`src/bin_obj_cfg.svh`:
```
// Offsets, field positions and timing figures of the binary input objects.
// Assumes a 50 MHz clock and a 32-bit AHB-Lite register port.
`ifndef BIN_OBJ_CFG_SVH
`define BIN_OBJ_CFG_SVH
`define CLK_HZ       50000000
`define MS_PER_S     1000
`define MS_PER_MIN   60000
`define A_CHAN       8'h00
`define A_BLOCK      8'h04
`define A_STAT       8'h08
`define A_OBJ0       8'h10
`define A_OBJ_STEP   8'h10
`define A_V1         8'h04
`define A_V0         8'h08
`define F_TYPE       2:0
`define F_SEND1      3
`define F_SEND0      4
`define F_CYC        6:5
`define F_RESTORE    9:7
`define F_BLKSET     11:10
`define F_BLKCAN     12
`define F_DEB        2:0
`define F_MINUTES    8:3
`define F_POL        9
`define CHAN_RST     10'h00_09
`define PCT_MAX      8'h64
`define RS_MAX_MS    16'h3A_98
`define RS_5S_MS     16'h13_88
`define RS_10S_MS    16'h27_10
`define DEB_MS_0     14'h00_1E
`define DEB_MS_1     14'h00_32
`define DEB_MS_2     14'h00_50
`define DEB_MS_3     14'h00_64
`define DEB_MS_4     14'h00_C8
`define DEB_MS_5     14'h03_E8
`define DEB_MS_6     14'h13_88
`define DEB_MS_7     14'h27_10
`endif

```
`src/bin_obj_pkg.sv`:
```
// Types shared by the binary input object logic.
// Assumes nothing beyond the cfg header.
`default_nettype none
package bin_obj_pkg;
    typedef enum logic [2:0] {
        T_SWITCH = 3'h0,
        T_PRIO   = 3'h1,
        T_VALUE  = 3'h2,
        T_PCT    = 3'h3,
        T_F16    = 3'h4,
        T_F32    = 3'h5
    } obj_type_e;
    typedef enum logic [1:0] {
        K_IN1 = 2'h0,
        K_IN0 = 2'h1,
        K_UPD = 2'h2
    } kind_e;
    typedef enum logic [1:0] {
        TX_IDLE = 2'h1,
        TX_BUSY = 2'h2
    } tx_state_e;
    typedef struct packed {
        logic [1:0]  obj;
        obj_type_e   typ;
        logic [31:0] value;
    } tx_req_s;
endpackage : bin_obj_pkg
`default_nettype wire

```
`src/bin_obj.sv`:
```
// One binary input channel with three telegram objects, AHB-Lite config.
// Assumes input pins are asynchronous; the transmitter holds tx_ready.
`timescale 1ns/100ps
`include "bin_obj_cfg.svh"
`default_nettype none
module bin_obj #(
    parameter int MS_CYC   = `CLK_HZ / `MS_PER_S,
    parameter int MIN_MS   = `MS_PER_MIN
) (
    input  wire logic               clk,
    input  wire logic               reset_n,
    input  wire logic               hsel,
    input  wire logic [31:0]        haddr,
    input  wire logic [1:0]         htrans,
    input  wire logic               hwrite,
    input  wire logic [2:0]         hsize,
    input  wire logic [31:0]        hwdata,
    input  wire logic               hready,
    output logic                    hreadyout,
    output logic                    hresp,
    output logic [31:0]             hrdata,
    input  wire logic               input_pin,
    input  wire logic               bus_ok_pin,
    output logic                    tx_valid,
    output bin_obj_pkg::tx_req_s    tx_req,
    input  wire logic               tx_ready
);
    logic        rs1_reg, rs2_reg;
    logic        rst_n;
    always_ff @(posedge clk or negedge reset_n) begin
        if (!reset_n) begin
            rs1_reg <= 1'b0;
            rs2_reg <= 1'b0;
        end else begin
            rs1_reg <= 1'b1;
            rs2_reg <= rs1_reg;
        end
    end
    assign rst_n = rs2_reg;

    // Bus slave: zero wait, always OKAY
    logic        wr_pend_reg, wr_pend_next;
    logic [7:0]  wr_addr_reg, wr_addr_next;
    logic [31:0] rd_next;
    logic [9:0]  chan_reg, chan_next;
    logic        blk_raw_reg, blk_raw_next;
    logic [12:0] ocfg_reg [3];
    logic [12:0] ocfg_next [3];
    logic [31:0] v1_reg [3];
    logic [31:0] v1_next [3];
    logic [31:0] v0_reg [3];
    logic [31:0] v0_next [3];
    logic [2:0]  sw_reg, sw_next;
    logic        level_reg;
    logic        blocked;
    logic        addr_ph;
    assign addr_ph = hsel && htrans[1] && hready;

    function automatic logic [7:0] oaddr(input int i, input logic [7:0] off);
        oaddr = 8'(`A_OBJ0 + i * `A_OBJ_STEP) + off;
    endfunction : oaddr

    always_comb begin
        wr_pend_next = addr_ph && hwrite;
        wr_addr_next = addr_ph ? haddr[7:0] : wr_addr_reg;
        chan_next    = chan_reg;
        blk_raw_next = blk_raw_reg;
        rd_next      = 32'h0000_0000;
        ocfg_next    = ocfg_reg;
        v1_next      = v1_reg;
        v0_next      = v0_reg;
        if (wr_pend_reg) begin
            if (wr_addr_reg == `A_CHAN) chan_next = hwdata[9:0];
            if (wr_addr_reg == `A_BLOCK) blk_raw_next = hwdata[0];
            for (int i = 0; i < 3; i++) begin
                if (wr_addr_reg == oaddr(i, 8'h00)) ocfg_next[i] = hwdata[12:0];
                if (wr_addr_reg == oaddr(i, `A_V1)) v1_next[i] = hwdata;
                if (wr_addr_reg == oaddr(i, `A_V0)) v0_next[i] = hwdata;
            end
        end
        if (addr_ph && !hwrite) begin
            if (haddr[7:0] == `A_CHAN) rd_next = {22'h0, chan_reg};
            if (haddr[7:0] == `A_BLOCK) rd_next = {31'h0, blk_raw_reg};
            if (haddr[7:0] == `A_STAT) rd_next = {27'h0, sw_reg, blocked, level_reg};
            for (int i = 0; i < 3; i++) begin
                if (haddr[7:0] == oaddr(i, 8'h00)) rd_next = {19'h0, ocfg_reg[i]};
                if (haddr[7:0] == oaddr(i, `A_V1)) rd_next = v1_reg[i];
                if (haddr[7:0] == oaddr(i, `A_V0)) rd_next = v0_reg[i];
            end
        end
    end
    always_ff @(posedge clk or negedge rst_n) begin
        if (!rst_n) begin
            wr_pend_reg <= 1'b0;
            wr_addr_reg <= 8'h00;
            chan_reg    <= `CHAN_RST;
            blk_raw_reg <= 1'b0;
            hrdata      <= 32'h0000_0000;
            hreadyout   <= 1'b1;
            hresp       <= 1'b0;
            for (int i = 0; i < 3; i++) begin
                ocfg_reg[i] <= 13'h0000;
                v1_reg[i]   <= 32'h0000_0000;
                v0_reg[i]   <= 32'h0000_0000;
            end
        end else begin
            wr_pend_reg <= wr_pend_next;
            wr_addr_reg <= wr_addr_next;
            chan_reg    <= chan_next;
            blk_raw_reg <= blk_raw_next;
            hrdata      <= rd_next;
            hreadyout   <= 1'b1;
            hresp       <= 1'b0;
            ocfg_reg    <= ocfg_next;
            v1_reg      <= v1_next;
            v0_reg      <= v0_next;
        end
    end

    // Pins, millisecond and minute ticks, debounce, restore timer
    logic        in1_reg, in2_reg, ok1_reg, ok2_reg, ok3_reg;
    logic [15:0] ms_div_reg, ms_div_next;
    logic        ms_tick;
    logic [15:0] min_div_reg, min_div_next;
    logic [5:0]  min_cnt_reg, min_cnt_next;
    logic        cyc_tick;
    logic [13:0] deb_reg, deb_next;
    logic        level_next;
    logic [13:0] deb_ms;
    logic [15:0] rs_ms_reg, rs_ms_next;
    logic        restart;
    logic        blk_q_reg;
    assign ms_tick = (ms_div_reg == 16'(MS_CYC - 1));
    assign restart = ok2_reg && !ok3_reg;
    assign blocked = blk_raw_reg ^ chan_reg[`F_POL];

    always_comb begin
        case (chan_reg[`F_DEB])
            3'h0:    deb_ms = `DEB_MS_0;
            3'h1:    deb_ms = `DEB_MS_1;
            3'h2:    deb_ms = `DEB_MS_2;
            3'h3:    deb_ms = `DEB_MS_3;
            3'h4:    deb_ms = `DEB_MS_4;
            3'h5:    deb_ms = `DEB_MS_5;
            3'h6:    deb_ms = `DEB_MS_6;
            default: deb_ms = `DEB_MS_7;
        endcase
        ms_div_next  = ms_tick ? 16'h0000 : ms_div_reg + 16'h0001;
        min_div_next = min_div_reg;
        min_cnt_next = min_cnt_reg;
        cyc_tick     = 1'b0;
        if (ms_tick) begin
            min_div_next = min_div_reg + 16'h0001;
            if (min_div_reg == 16'(MIN_MS - 1)) begin
                min_div_next = 16'h0000;
                min_cnt_next = min_cnt_reg + 6'h01;
                if (min_cnt_reg + 6'h01 >= chan_reg[`F_MINUTES]) begin
                    min_cnt_next = 6'h00;
                    cyc_tick     = 1'b1;
                end
            end
        end
        level_next = level_reg;
        deb_next   = deb_reg;
        if (in2_reg == level_reg) begin
            deb_next = 14'h0000;
        end else if (ms_tick) begin
            deb_next = deb_reg + 14'h0001;
            if (deb_reg + 14'h0001 >= deb_ms) begin
                level_next = in2_reg;
                deb_next   = 14'h0000;
            end
        end
        rs_ms_next = rs_ms_reg;
        if (restart) rs_ms_next = 16'h0000;
        else if (ms_tick && rs_ms_reg < `RS_MAX_MS) rs_ms_next = rs_ms_reg + 16'h0001;
    end
    always_ff @(posedge clk or negedge rst_n) begin
        if (!rst_n) begin
            in1_reg     <= 1'b0;
            in2_reg     <= 1'b0;
            ok1_reg     <= 1'b0;
            ok2_reg     <= 1'b0;
            ok3_reg     <= 1'b0;
            ms_div_reg  <= 16'h0000;
            min_div_reg <= 16'h0000;
            min_cnt_reg <= 6'h00;
            deb_reg     <= 14'h0000;
            level_reg   <= 1'b0;
            rs_ms_reg   <= `RS_MAX_MS;
            blk_q_reg   <= 1'b0;
        end else begin
            in1_reg     <= input_pin;
            in2_reg     <= in1_reg;
            ok1_reg     <= bus_ok_pin;
            ok2_reg     <= ok1_reg;
            ok3_reg     <= ok2_reg;
            ms_div_reg  <= ms_div_next;
            min_div_reg <= min_div_next;
            min_cnt_reg <= min_cnt_next;
            deb_reg     <= deb_next;
            level_reg   <= level_next;
            rs_ms_reg   <= rs_ms_next;
            blk_q_reg   <= blocked;
        end
    end

    // Object events and pending telegrams
    logic       rise, fall, blk_set, blk_can;
    logic [2:0] pend_reg, pend_next, ev;
    bin_obj_pkg::kind_e kind_reg [3];
    bin_obj_pkg::kind_e kind_next [3];
    bin_obj_pkg::kind_e ev_kind [3];
    bin_obj_pkg::tx_state_e st_reg, st_next;
    bin_obj_pkg::tx_req_s req_next;
    logic       valid_next;
    logic [1:0] sel;
    assign rise    = level_next && !level_reg;
    assign fall    = !level_next && level_reg;
    assign blk_set = blocked && !blk_q_reg;
    assign blk_can = !blocked && blk_q_reg;

    function automatic logic [15:0] rs_dly(input logic [2:0] m);
        case (m)
            3'h2:    rs_dly = `RS_5S_MS;
            3'h3:    rs_dly = `RS_10S_MS;
            default: rs_dly = `RS_MAX_MS;
        endcase
    endfunction : rs_dly

    always_comb begin
        for (int i = 0; i < 3; i++) begin
            logic ign, blk, c1, c0, cyc, rs;
            ign = ocfg_reg[i][`F_BLKSET] == 2'h0;
            blk = blocked && !ign;
            c1  = rise && ocfg_reg[i][`F_SEND1] && !blk;
            c0  = fall && ocfg_reg[i][`F_SEND0] && !blk;
            case (ocfg_reg[i][`F_CYC])
                2'h1:    cyc = cyc_tick && !blocked;
                2'h2:    cyc = cyc_tick && !blocked && level_reg;
                2'h3:    cyc = cyc_tick && !blocked && !level_reg;
                default: cyc = 1'b0;
            endcase
            rs  = (restart && ocfg_reg[i][`F_RESTORE] == 3'h1)
                || (ms_tick && ocfg_reg[i][`F_RESTORE] >= 3'h2
                && rs_ms_reg + 16'h0001 == rs_dly(ocfg_reg[i][`F_RESTORE]));
            ev[i]      = 1'b1;
            ev_kind[i] = bin_obj_pkg::K_UPD;
            if (c1 || (blk_set && ocfg_reg[i][`F_BLKSET] == 2'h2)) ev_kind[i] = bin_obj_pkg::K_IN1;
            else if (c0 || (blk_set && ocfg_reg[i][`F_BLKSET] == 2'h3))
                ev_kind[i] = bin_obj_pkg::K_IN0;
            else if (!(cyc || rs || (blk_can && !ign && ocfg_reg[i][`F_BLKCAN]))) ev[i] = 1'b0;
        end
    end

    function automatic logic [31:0] payload(input logic [12:0] cfg, input logic [31:0] v,
                                            input bin_obj_pkg::kind_e k, input logic s);
        payload = 32'h0000_0000;
        case (bin_obj_pkg::obj_type_e'(cfg[`F_TYPE]))
            // on, off, toggle; update repeats state
            bin_obj_pkg::T_SWITCH: payload[0] = (k == bin_obj_pkg::K_UPD) ? s
                                   : (v[1:0] == 2'h2) ? !s : v[0];
            // inactive 00, on 11, off 10
            bin_obj_pkg::T_PRIO: payload[1:0] = (v[1:0] == 2'h1) ? 2'b11
                                   : (v[1:0] == 2'h2) ? 2'b10 : 2'b00;
            bin_obj_pkg::T_VALUE: payload[7:0] = v[7:0];
            bin_obj_pkg::T_PCT: payload[7:0] = (v[7:0] > `PCT_MAX) ? `PCT_MAX : v[7:0];
            bin_obj_pkg::T_F16: payload[15:0] = v[15:0];
            default: payload = v;
        endcase
    endfunction : payload

    always_comb begin
        sel = pend_reg[0] ? 2'h0 : pend_reg[1] ? 2'h1 : 2'h2;
        st_next    = st_reg;
        valid_next = tx_valid;
        req_next   = tx_req;
        pend_next  = pend_reg;
        kind_next  = kind_reg;
        sw_next    = sw_reg;
        case (st_reg)
            bin_obj_pkg::TX_IDLE: begin
                if (pend_reg != 3'h0) begin
                    logic k1;
                    bin_obj_pkg::kind_e k;
                    k  = kind_reg[sel];
                    k1 = (k == bin_obj_pkg::K_IN1)
                        || (k == bin_obj_pkg::K_UPD && level_reg);
                    req_next.obj   = sel;
                    req_next.typ   = bin_obj_pkg::obj_type_e'(ocfg_reg[sel][`F_TYPE]);
                    req_next.value = payload(ocfg_reg[sel], k1 ? v1_reg[sel] : v0_reg[sel],
                                             k, sw_reg[sel]);
                    if (ocfg_reg[sel][`F_TYPE] == 3'h0) sw_next[sel] = req_next.value[0];
                    pend_next[sel] = 1'b0;
                    valid_next     = 1'b1;
                    st_next        = bin_obj_pkg::TX_BUSY;
                end
            end
            bin_obj_pkg::TX_BUSY: begin
                if (tx_ready) begin
                    valid_next = 1'b0;
                    st_next    = bin_obj_pkg::TX_IDLE;
                end
            end
            default: begin
                valid_next = 1'b0;
                st_next    = bin_obj_pkg::TX_IDLE;
            end
        endcase
        // New events win over the take-up clear
        for (int i = 0; i < 3; i++) begin
            if (ev[i]) begin
                pend_next[i] = 1'b1;
                kind_next[i] = ev_kind[i];
            end
        end
    end
    always_ff @(posedge clk or negedge rst_n) begin
        if (!rst_n) begin
            st_reg   <= bin_obj_pkg::TX_IDLE;
            tx_valid <= 1'b0;
            tx_req   <= '0;
            pend_reg <= 3'h0;
            sw_reg   <= 3'h0;
            for (int i = 0; i < 3; i++) kind_reg[i] <= bin_obj_pkg::K_UPD;
        end else begin
            st_reg   <= st_next;
            tx_valid <= valid_next;
            tx_req   <= req_next;
            pend_reg <= pend_next;
            sw_reg   <= sw_next;
            kind_reg <= kind_next;
        end
    end
endmodule : bin_obj
`default_nettype wire

```
`config.mk`:
```
export PLATFORM = sky130hd
export DESIGN_NAME = bin_obj
export DESIGN_NICKNAME = d
export VERILOG_FILES = /design/src/bin_obj_pkg.sv /design/src/bin_obj.sv
export VERILOG_INCLUDE_DIRS = /design/src
export SDC_FILE = /design/constraint.sdc
export NUM_CORES = 1
export LEC_CHECK = 0
export ABC_CLOCK_PERIOD_IN_PS = 11700
export BUFFER_PORTS_ARGS = -buffer_cell sky130_fd_sc_hd__buf_2
export CAP_MARGIN = 20
export CORE_MARGIN = 4
export CORE_UTILIZATION = 51
export CTS_BUF_LIST = sky130_fd_sc_hd__clkbuf_2 sky130_fd_sc_hd__clkbuf_4 sky130_fd_sc_hd__clkbuf_8
export DETAILED_ROUTE_END_ITERATION = 10
export PLACE_DENSITY = 0.72
export SYNTH_ARGS = -nofsm -noshare
export SYNTH_HDL_FRONTEND = slang
export SYNTH_SLANG_ARGS = --single-unit
```
`constraint.sdc`:
```
create_clock -name clk -period 11.7 [get_ports clk]
set_input_delay 1.17 -clock clk [delete_from_list [all_inputs] [get_ports clk]]
set_output_delay 1.17 -clock clk [all_outputs]
set_load 0.01 [all_outputs]
```
**Word level (Yosys, flattened, before mapping)**

Index checks and enable logic that the tools add are counted.

- Register bits: 412
- Input bits: 77
- Output and inout port bits: 72
- Word-level logic and storage cells: 337

- $add $sub $neg: 5
- $lt $le $gt $ge: 10
- Equality and inequality tests: 68
- Muxes and demuxes: 92
- Bitwise gates (word level): 4
- Reduce and logical (&&, ||, !) cells: 118

Operators with widths:

| operator | number |
|---|---|
| two-way mux 32 bit | 17 |
| binary-select mux 32 bit (select 2 bit) | 2 |
| case mux 14 bit (7 select lines) | 1 |
| == test 8 x 6 -> 1 bit, second input constant | 12 |
| case mux 14 bit (2 select lines) | 3 |
| two-way mux 16 bit | 5 |
| logical AND 1 bit | 51 |
| adder 16 x 1 -> 16 bit, second input constant | 3 |
| == test 16 bit | 3 |
| == test 8 x 5 -> 1 bit, second input constant | 6 |
| two-way mux 14 bit | 3 |
| AND reduction 2 bit | 17 |
| == test 16 bit, second input constant | 2 |
| == test 2 bit, second input constant | 15 |
| == test 3 x 2 -> 1 bit, second input constant | 10 |
| two-way mux 2 bit | 14 |
| binary-select mux 13 bit (select 2 bit) | 1 |
| two-way mux 1 bit | 26 |
| == test 8 x 3 -> 1 bit, second input constant | 2 |
| zero test 8 bit | 2 |
| logical OR 1 bit | 16 |
| less-than comparator 16 x 14 -> 1 bit, second input constant | 1 |
| two-way mux 8 bit | 2 |
| nonzero test 2 bit | 8 |
| 38 further kinds | 75 |

**Depth between registers and ports, before layout**

Gate-level depths: netlist (run 1).

- Word-level depth: 17
- Depth in mapped cells: 17
- Depth with buffers taken out: 16

**Worst setup path after synthesis (run 1)**

OpenSTA, ideal clock, no wires.

- Path kind: reg-to-reg
- Start point: reg deb_reg[0]
- End point: reg pend_reg[2]
- Library setup time: 139 ps
- Arrival time: 3419 ps
- Required time: 11561 ps
- Setup slack: 8143 ps
- Cell stages (with the launch flop): 16
- Path buffers: 1
- Period minus slack after synthesis: 3557 ps
- Cells stage by stage: dfrtp_1 > ha_1 > nand3_1 > nor2_1 > and3_1 > and3_1 > xor2_1 > ha_1 > nor4_1 > o211ai_1 > o211a_1 > o31a_1 > clkbuf_1 > a41oi_1 > o21ai_0 > or4b_1

- Cells in the longest elaborated chain, start to end: 14

Ends and longest elaborated chain:

| element | line | source |
|---|---|---|
| start, declared | bin_obj.sv:127 | `logic [13:0] deb_reg, deb_next;` |
| start signal, assigned | bin_obj.sv:201 | `deb_reg <= deb_next;` |
| adder 14 x 1 -> 14 bit (*) | bin_obj.sv:169 | `if (deb_reg + 14'h0001 >= deb_ms) begin` |
| >= comparator 14 bit (*) | bin_obj.sv:169 |  |
| two-way mux 1 bit (*) | bin_obj.sv:169 |  |
| two-way mux 1 bit (*) | bin_obj.sv:167 | `end else if (ms_tick) begin` |
| two-way mux 1 bit (*) | bin_obj.sv:165 | `if (in2_reg == level_reg) begin` |
| zero test 1 bit | bin_obj.sv:219 | `assign fall = !level_next && level_reg;` |
| logical AND 1 bit | bin_obj.sv:219 |  |
| logical AND 1 bit (2 in a row) | bin_obj.sv:237 | `` c0 = fall && ocfg_reg[i][`F_SEND0] && !blk; `` |
| logical OR 1 bit | bin_obj.sv:250 | `` else if (c0 \|\| (blk_set && ocfg_reg[i][`F_BLKSET] == 2'h3)) `` |
| two-way mux 1 bit | bin_obj.sv:250 |  |
| two-way mux 1 bit (*) | bin_obj.sv:249 | `` if (c1 \|\| (blk_set && ocfg_reg[i][`F_BLKSET] == 2'h2)) ev_kind[i] = bin_obj_pkg::K_IN1; `` |
| nonzero test 2 bit (no source line) | n/a |  |
| AND reduction 2 bit (no source line) | n/a |  |
| end signal, assigned | bin_obj.sv:330 | `pend_reg <= pend_next;` |
| end, declared | bin_obj.sv:210 | `logic [2:0] pend_reg, pend_next, ev;` |

Every way passes the cells marked *; elsewhere a longest branch is shown, timed or not.
A chain may end at the register's enable or synchronous reset.

**Worst setup path after layout (run 1)**

- Start point: reg pend_reg[1]
- End point: reg sw_reg[1]

- Cells in the longest elaborated chain, start to end: 17

Ends and longest elaborated chain:

| element | line | source |
|---|---|---|
| branches (longest 17 deep; another with greater-than comparator 8 x 7 -> 1 bit) | n/a |  |
| end signal, assigned | bin_obj.sv:331 | `sw_reg <= sw_next;` |
| end, declared | bin_obj.sv:53 | `logic [2:0] sw_reg, sw_next;` |

Parallel ways; which one is timed is not known. The select of a mux whose other input is x is not followed.

==> metrics.md, run 1 <==
| Metric | Value |
|---|---|
| Status | completed |
| Slew Limit Fails | 0 |
| Total power | about 3.7 mW |
| CP peak stage delay | about 0.8 ns |
| Pre-CTS WS | just under 7 ns |
| Port bufs | roughly 120 |
| Die ar. | approximately 0.044 sq mm |
| Async SR Flop Fraction | 1.00 |
| Req. time, crit path | roughly 12 ns |
| Final hold vios | 0 |
| Count of maximum capacitance violations | 0 |
| Setup Skew | ~0.032 ns |
| Worst Hold Class | register to asynchronous set/reset pin |
| Initial cell density of the core | 0.521 |
| Most Frequent Cell on Critical Path | mux2_2 |
| Area grow syn2layout | 12.0% |
| Hold Worst Slack | roughly 0.20 ns |
| CP cell instances | buf_4 -> mux2_2 -> o211a_1 -> nor2_2 -> mux4_2 -> mux2i_1 -> ha_1 -> nand3b_1 -> a311oi_1 -> o31ai_1 -> mux2_2 |
| Period minus WS final | approximately 5.1 ns |
| Nets | about 2100 |
| Worst setup EP type | register |
| Cell taking the most area after synthesis | dfrtp_1 |
| Routed length per instance | 22.3 microns |
| Fin cells | 2620 |
| Fillers | 3344 |
| Core area | around 0.040 sq mm |
| Synth warn | 0 |
| Critical path class | register to register |
| M1 wire length | approximately 25 mm |
| Worst setup margin | about 6.6 ns |
| Resized Gates After CTS | 0 |
| Maximum VDD drop | about 0.095 mV |
| FP Rows | 73 |
| CTS buffer count | 70 |
| Syn avg cell area | roughly 11 sq um |
| Multi-input logic area | approximately 0.01 sq mm |
| Residual DRC | 0 |
| P_leak | roughly 10 nW |
| CTS Hold Bufs | 0 |
| CTS tree | yes |
| Clock Path Buffers | 3 |
| Buf/Inv on CP | 1 |
| Top post-synthesis cells by count | dfrtp_1 (398), mux2_2 (263), nand2_1 (163) |
| Tightest Pin Transition | ~1.1 ns |
| Clock slew at reported path FFs | about 0.060 ns |
| DR vias/cell | 6.27 |
| Number of global-route vias before repair | 16300 |
| Mapped Area | 0.0209 sq mm |
| Mapped Cells | 1946 |
| Initial antenna violation count | 4 |
| Final setup fails | 0 |
| Critical Path AT | around 5.7 ns |
| Crit path max fanout | 46 |
| Post-Place Cells | around 2500 |
| Die width | 210 microns |
| Ranking of synthesized cells by area | dfrtp_1 (48%), mux2_2 (14%), mux2i_1 (3.3%), nand2_1 (2.9%), a22oi_1 (2.8%) |
| Fmax | around 200 MHz |
| Initial DRC count | 1674 |
| Register area share after synthesis | 0.493 |
| Cell Pwr Density | ~160 mW/mm^2 |
| Final period util | 0.437 |
| Share of cells above drive strength 1 | 0.278 |
| H-tree level count | 3 |
| Vias post-DR | about 16000 |
| Crit path max-delay family | multiplexers |
| TNS Setup | 0 ns |
| Primary FF master, synth | dfrtp_1 |
| Yosys top cell area share | 0.477 |
| Flops & latches, synth | between 400 and 500 |
| RSZ-0062 raised after global routing | no |
| Total congestion overflow | 0 |
| Largest net degree at the start of global routing | 197 |
| Slew HR | 0.232 |
| Met3 wire length | between 4 and 5 mm |
| CTS Sinks | between 400 and 500 |
| Distinct cells, synth | 83 |
| DRT Pass-1 Iters | 6 |
| Root Driver | clkbuf_8 |
| First-pass GRT wire length | between 90 and 100 mm |
| Crit path launch type | register |
| GPL Wtd Cong | 0.956 |
| Worst path slowest cell | dfrtp_4 |
| Post-route ant nets | 0 |
| Tot GR Track Use | 0.262 |
| DP Wirelength | 37.0 mm |
| Worst skew pair latency | roughly 0.66 ns |
| Storage cell area | 0.0103 sq mm |
| Met2 WL | roughly 27 mm |
| Die H | 210 microns |
| Io pins | between 100 and 150 |
| Number of flops mapped to enable cells by yosys | 0 |
| Most frequent cell after synthesis | dfrtp_1 |
| DRT Wirelength | between 50 and 60 mm |
| Max layer used | met5 |
| Setup Buffers After CTS | 0 |
-- through the flow --
stage | util | instance area, sq um
2_1_floorplan | - | 20900
3_3_place_gp | 0.546 | 21900
3_5_place_dp | 0.546 | 21900
4_1_cts | 0.583 | 23400
5_1_grt | 0.583 | 23400
6_report | 0.583 | 23400
-- path summary, 6_finish.rpt --
check,end,from,slack (ns),cells past startpoint
setup reg to reg,sw_reg[1],pend_reg[1],6.59,11
min in group clk,rs2_reg,rs1_reg,0.35,0
max in group asynchronous,ms_div_reg[12],rs2_reg,9.53,2
setup / recovery,sw_reg[1],pend_reg[1],6.59,11
hold / removal,deb_reg[1],rs2_reg,0.20,0
hold reg to reg,deb_reg[1],rs2_reg,0.20,0
-- area by class of cell --
type / instances / area share
timing repair buffer: 142 / 0.0335
antenna: 3 / 0.000321
tap: 525 / 0.0281
inverter: 30 / 0.00482
multi-input combinational: 1385 / 0.429
clock buffer: 109 / 0.0572
clock inverter: 15 / 0.00557
sequential: 411 / 0.441
-- kinds of logic after synthesis --
kind of cell,share of synthesized area
buf+inv,0.0289
fa+ha+maj,0.0167
flops,0.493
simple gates,0.122
compound gates,0.136
xor+xnor,0.0281
mux,0.176
other cells,0.000360
-- cells in the final DEF, fill, tap and decap left out, types with 8 or more instances in the layout --
cell,n
and3_1,20
nor4_1,13
a221oi_1,8
nand2b_1,20
inv_1,29
nand2_1,162
a22oi_1,79
nor2_1,148
ha_1,27
a21oi_1,76
nand3_1,34
o31ai_1,8
mux2_2,263
dfstp_2,13
buf_4,23
clkbuf_8,83
mux2i_1,68
nor3_1,23
nor3b_1,8
a21o_1,12
or3_1,9
o21a_1,10
xor2_1,38
xnor2_1,29
o22ai_1,11
a222oi_1,8
o21ai_0,110
clkbuf_4,26
nand4_1,25
a211oi_1,10
a31oi_1,34
buf_2,118
dfrtp_1,395
-- where the power goes --
group	switching, mW	internal, mW
Combinational	0.415	0.240
Sequential	0.116	1.55
Clock	0.609	0.736
Total	1.14	2.53
-- routing by layer --
layer,global-route usage,up-vias
met3,0.0631,142
li1,-,7317
met5,0,-
met2,0.406,687
met1,0.365,8269
met4,0.0914,4
No activity file was read; power rests on OpenSTA's default activity.
==> inputs of run 2 (changes only) <==
--- a/config.mk
+++ b/config.mk
@@ -6,14 +6,14 @@
 export SDC_FILE = /design/constraint.sdc
 export NUM_CORES = 1
 export LEC_CHECK = 0
-export ABC_CLOCK_PERIOD_IN_PS = 11700
+export ABC_CLOCK_PERIOD_IN_PS = 5000
 export BUFFER_PORTS_ARGS = -buffer_cell sky130_fd_sc_hd__buf_2
 export CAP_MARGIN = 20
 export CORE_MARGIN = 4
 export CORE_UTILIZATION = 51
 export CTS_BUF_LIST = sky130_fd_sc_hd__clkbuf_2 sky130_fd_sc_hd__clkbuf_4 sky130_fd_sc_hd__clkbuf_8
 export DETAILED_ROUTE_END_ITERATION = 10
-export PLACE_DENSITY = 0.72
+export PLACE_DENSITY = 0.69
 export SYNTH_ARGS = -nofsm -noshare
 export SYNTH_HDL_FRONTEND = slang
 export SYNTH_SLANG_ARGS = --single-unit
==> constraint.sdc (replaced) <==
create_clock -name clk -period 5 [get_ports clk]
set_input_delay 0.5 -clock clk [delete_from_list [all_inputs] [get_ports clk]]
set_output_delay 0.5 -clock clk [all_outputs]
set_load 0.01 [all_outputs]
==> run 2 against run 1 <==
Power up 140%. First-iteration DRC count down 9.7%. Clock skew up 0.015 ns. Critical endpoint is now pend_reg[2]. Largest power group unchanged.
==> metrics.md, run 2 (synthesized netlist as in run 1, its figures left out) <==
| Metric | Value |
|---|---|
| Status | completed |
| Path depth of the worst reg2reg path | 14 (+3) |
| CTS tree | yes |
| DRT Wirelength | 58.5 mm (about the same) |
| Post-route ant nets | 0 (unchanged) |
| Slew HR | 0.279 (+0.0474) |
| Most common cell after layout, fill and taps aside | dfrtp_1 |
| Period minus WS final | 3.97 ns (-1.14 ns) |
| Area grow syn2layout | 13.0% |
| Die ar. | 0.0442 sq mm (unchanged) |
| Tightest Pin Transition | 1.08 ns (-0.0563 ns) |
| Routed length per instance | 22.2 microns (-0.74%) |
| Critical Path AT | 4.44 ns (-1.24 ns) |
| Hold path cells | 2 |
| Most frequent cells in the layout | dfrtp_1 (395), mux2_2 (263), nand2_1 (162) |
| Multi-input logic area | 0.0100 sq mm (about the same) |
| Initial DRC count | 1512 (-9.7%) |
| RSZ-0062 raised after global routing | no |
| Clock slew at reported path FFs | 0.06 ns (about the same) |
| GPL Wtd Cong | 0.889 (-7.0%) |
| Final period util | 0.793 (+0.357) |
| Number of global-route vias before repair | 16300 (-0.17%) |
| Vias post-DR | 16300 (-0.76%) |
| FP Rows | 73 (unchanged) |
| Share of cells above drive strength 1 | 0.283 (+0.00481) |
| Req. time, crit path | 5.48 ns (-6.79 ns) |
| Die width | 210 microns (unchanged) |
| Reg2reg end | pend_reg[2] |
| CTS Sinks | 411 (unchanged) |
| Final setup fails | 0 (unchanged) |
| Initial cell density of the core | 0.521 (unchanged) |
| Hold Startpoint | tx_ready |
| Hold Worst Slack | 0.117 ns (-0.0794 ns) |
| TNS Setup | 0 ns (unchanged) |
| Initial antenna violation count | 4 (unchanged) |
| Storage cell area | 0.0103 sq mm (unchanged) |
| Nets | 2159 (+0.70%) |
| Die H | 210 microns (unchanged) |
| CTS buffer count | 73 (+4.3%) |
| Worst R2R Start | deb_reg[0] |
| DR vias/cell | 6.18 (-1.4%) |
| Crit path launch type | register |
| Cell Pwr Density | 371 mW/mm^2 (+140%) |
| Port bufs | 118 (unchanged) |
| DRT Pass-1 Iters | 7 (+1) |
| First-pass GRT wire length | 91.4 mm (-0.68%) |
| Setup Skew | 0.0473 ns (+0.0150 ns) |
| Crit path max fanout | 9 (-80%) |
| Fillers | 3357 (+0.39%) |
| Total congestion overflow | 0 (unchanged) |
| Residual DRC | 0 (unchanged) |
| Worst Hold Class | input pin to register |
| Fmax | 252 MHz (+29%) |
| Final hold vios | 0 (unchanged) |
| H-tree level count | 3 (unchanged) |
| Critical path class | register to register |
| Diodes inserted | 0 (-3) |
| Sink of the worst hold path | st_reg[0] |
| Core area | 0.0401 sq mm (unchanged) |
| DP Wirelength | 37.5 mm (+1.3%) |
| Tot GR Track Use | 0.261 (-0.00151) |
| Maximum VDD drop | 0.252 mV (+160%) |
| Clock Path Buffers | 3 (unchanged) |
| Worst skew pair latency | 0.65 ns (about the same) |
| Slew Limit Fails | 0 (unchanged) |
| Largest net degree at the start of global routing | 131 (-34%) |
| Root Driver | clkbuf_8 |
| Worst setup EP type | register |
| Utilization after layout | 0.589 (+0.00540) |
| Io pins | 149 (unchanged) |
| P_leak | 10.4 nW (+1.3%) |
| Count of maximum capacitance violations | 0 (unchanged) |
| Flop-to-flop setup slack | 1.03 ns (-5.56 ns) |
-- run 2: changes by cell type in the layout (fill, tap and decap cells not counted), sizes merged --
cell,before,now
dlygate4sd3,0,3
clkinvlp,3,1
diode,3,0
clkbuf,109,119
buf,142,151
clkinv,9,10
-- run 2: how the worst max path moves through the flow --
| stage | start | end | slack [ns] | cells after the start |
|---|---|---|---|---|
| after floorplan | rs2_reg | blk_q_reg | 0.97 | 0 |
| after global placement | deb_reg[0] | pend_reg[2] | 1.19 | 14 |
| after detailed placement | deb_reg[0] | pend_reg[2] | 1.11 | 14 |
| after CTS | deb_reg[0] | pend_reg[2] | 1.06 | 14 |
| after global routing | deb_reg[0] | pend_reg[2] | 0.68 | 14 |
| final | deb_reg[0] | pend_reg[2] | 1.03 | 14 |
-- run 2: metrics by stage --
stage,cells,area [sq um],setup slack (ns),power [mW]
floorplan,1947,20900,0.973,4.89
finish,2638,23600,1.03,8.76
global placement,2502,22000,1.19,5.44
CTS,2638,23600,1.06,8.80
global route,2638,23600,0.681,9.17
detailed placement,2502,22000,1.11,5.48
-- run 2: critical path: stages, from the launching register on --
cell and delay, ns:
dfrtp_1 0.43, ha_1 0.25, nand3_1 0.16, nor2_1 0.27
and3_1 0.21, and3_1 0.20, xor2_1 0.09, ha_1 0.22
nor4_1 0.27, o211ai_1 0.14, o211a_1 0.26, o31a_1 0.39
a41oi_1 0.24, o21ai_0 0.16, or4b_1 0.53
-- run 2: timing repair --
action / 4_1_cts / 5_1_grt
setup buffers: 0 / 0
hold endpoints to repair: 4 / 0
hold buffers: 3 / 0
gates resized for setup: 0 / 0
-- run 2: report_power, final --
part           internal (mW)  switching [mW]  leakage, nW
Sequential              3.63           0.259         5.17
Clock                   1.86            1.45        0.843
Combinational          0.576           0.977         4.40
Total                   6.07            2.69         10.4
-- run 2: area by class of cell --
type / instances / area share
Tap cell: 525 / 0.0278
Clock inverter: 14 / 0.00488
Inverter: 30 / 0.00477
Timing Repair Buffer: 154 / 0.0384
Sequential cell: 411 / 0.437
Multi-Input combinational cell: 1385 / 0.425
Clock buffer: 119 / 0.0617
-- run 2: per-layer routing --
layer  vias up  GRT usage  wire length [microns]
li1       7358          -                      -
met1      8198      0.375                  25900
met2       622      0.403                  26700
met3       113     0.0500                   4460
met4         4     0.0864                   1400
met5         -          0                     25
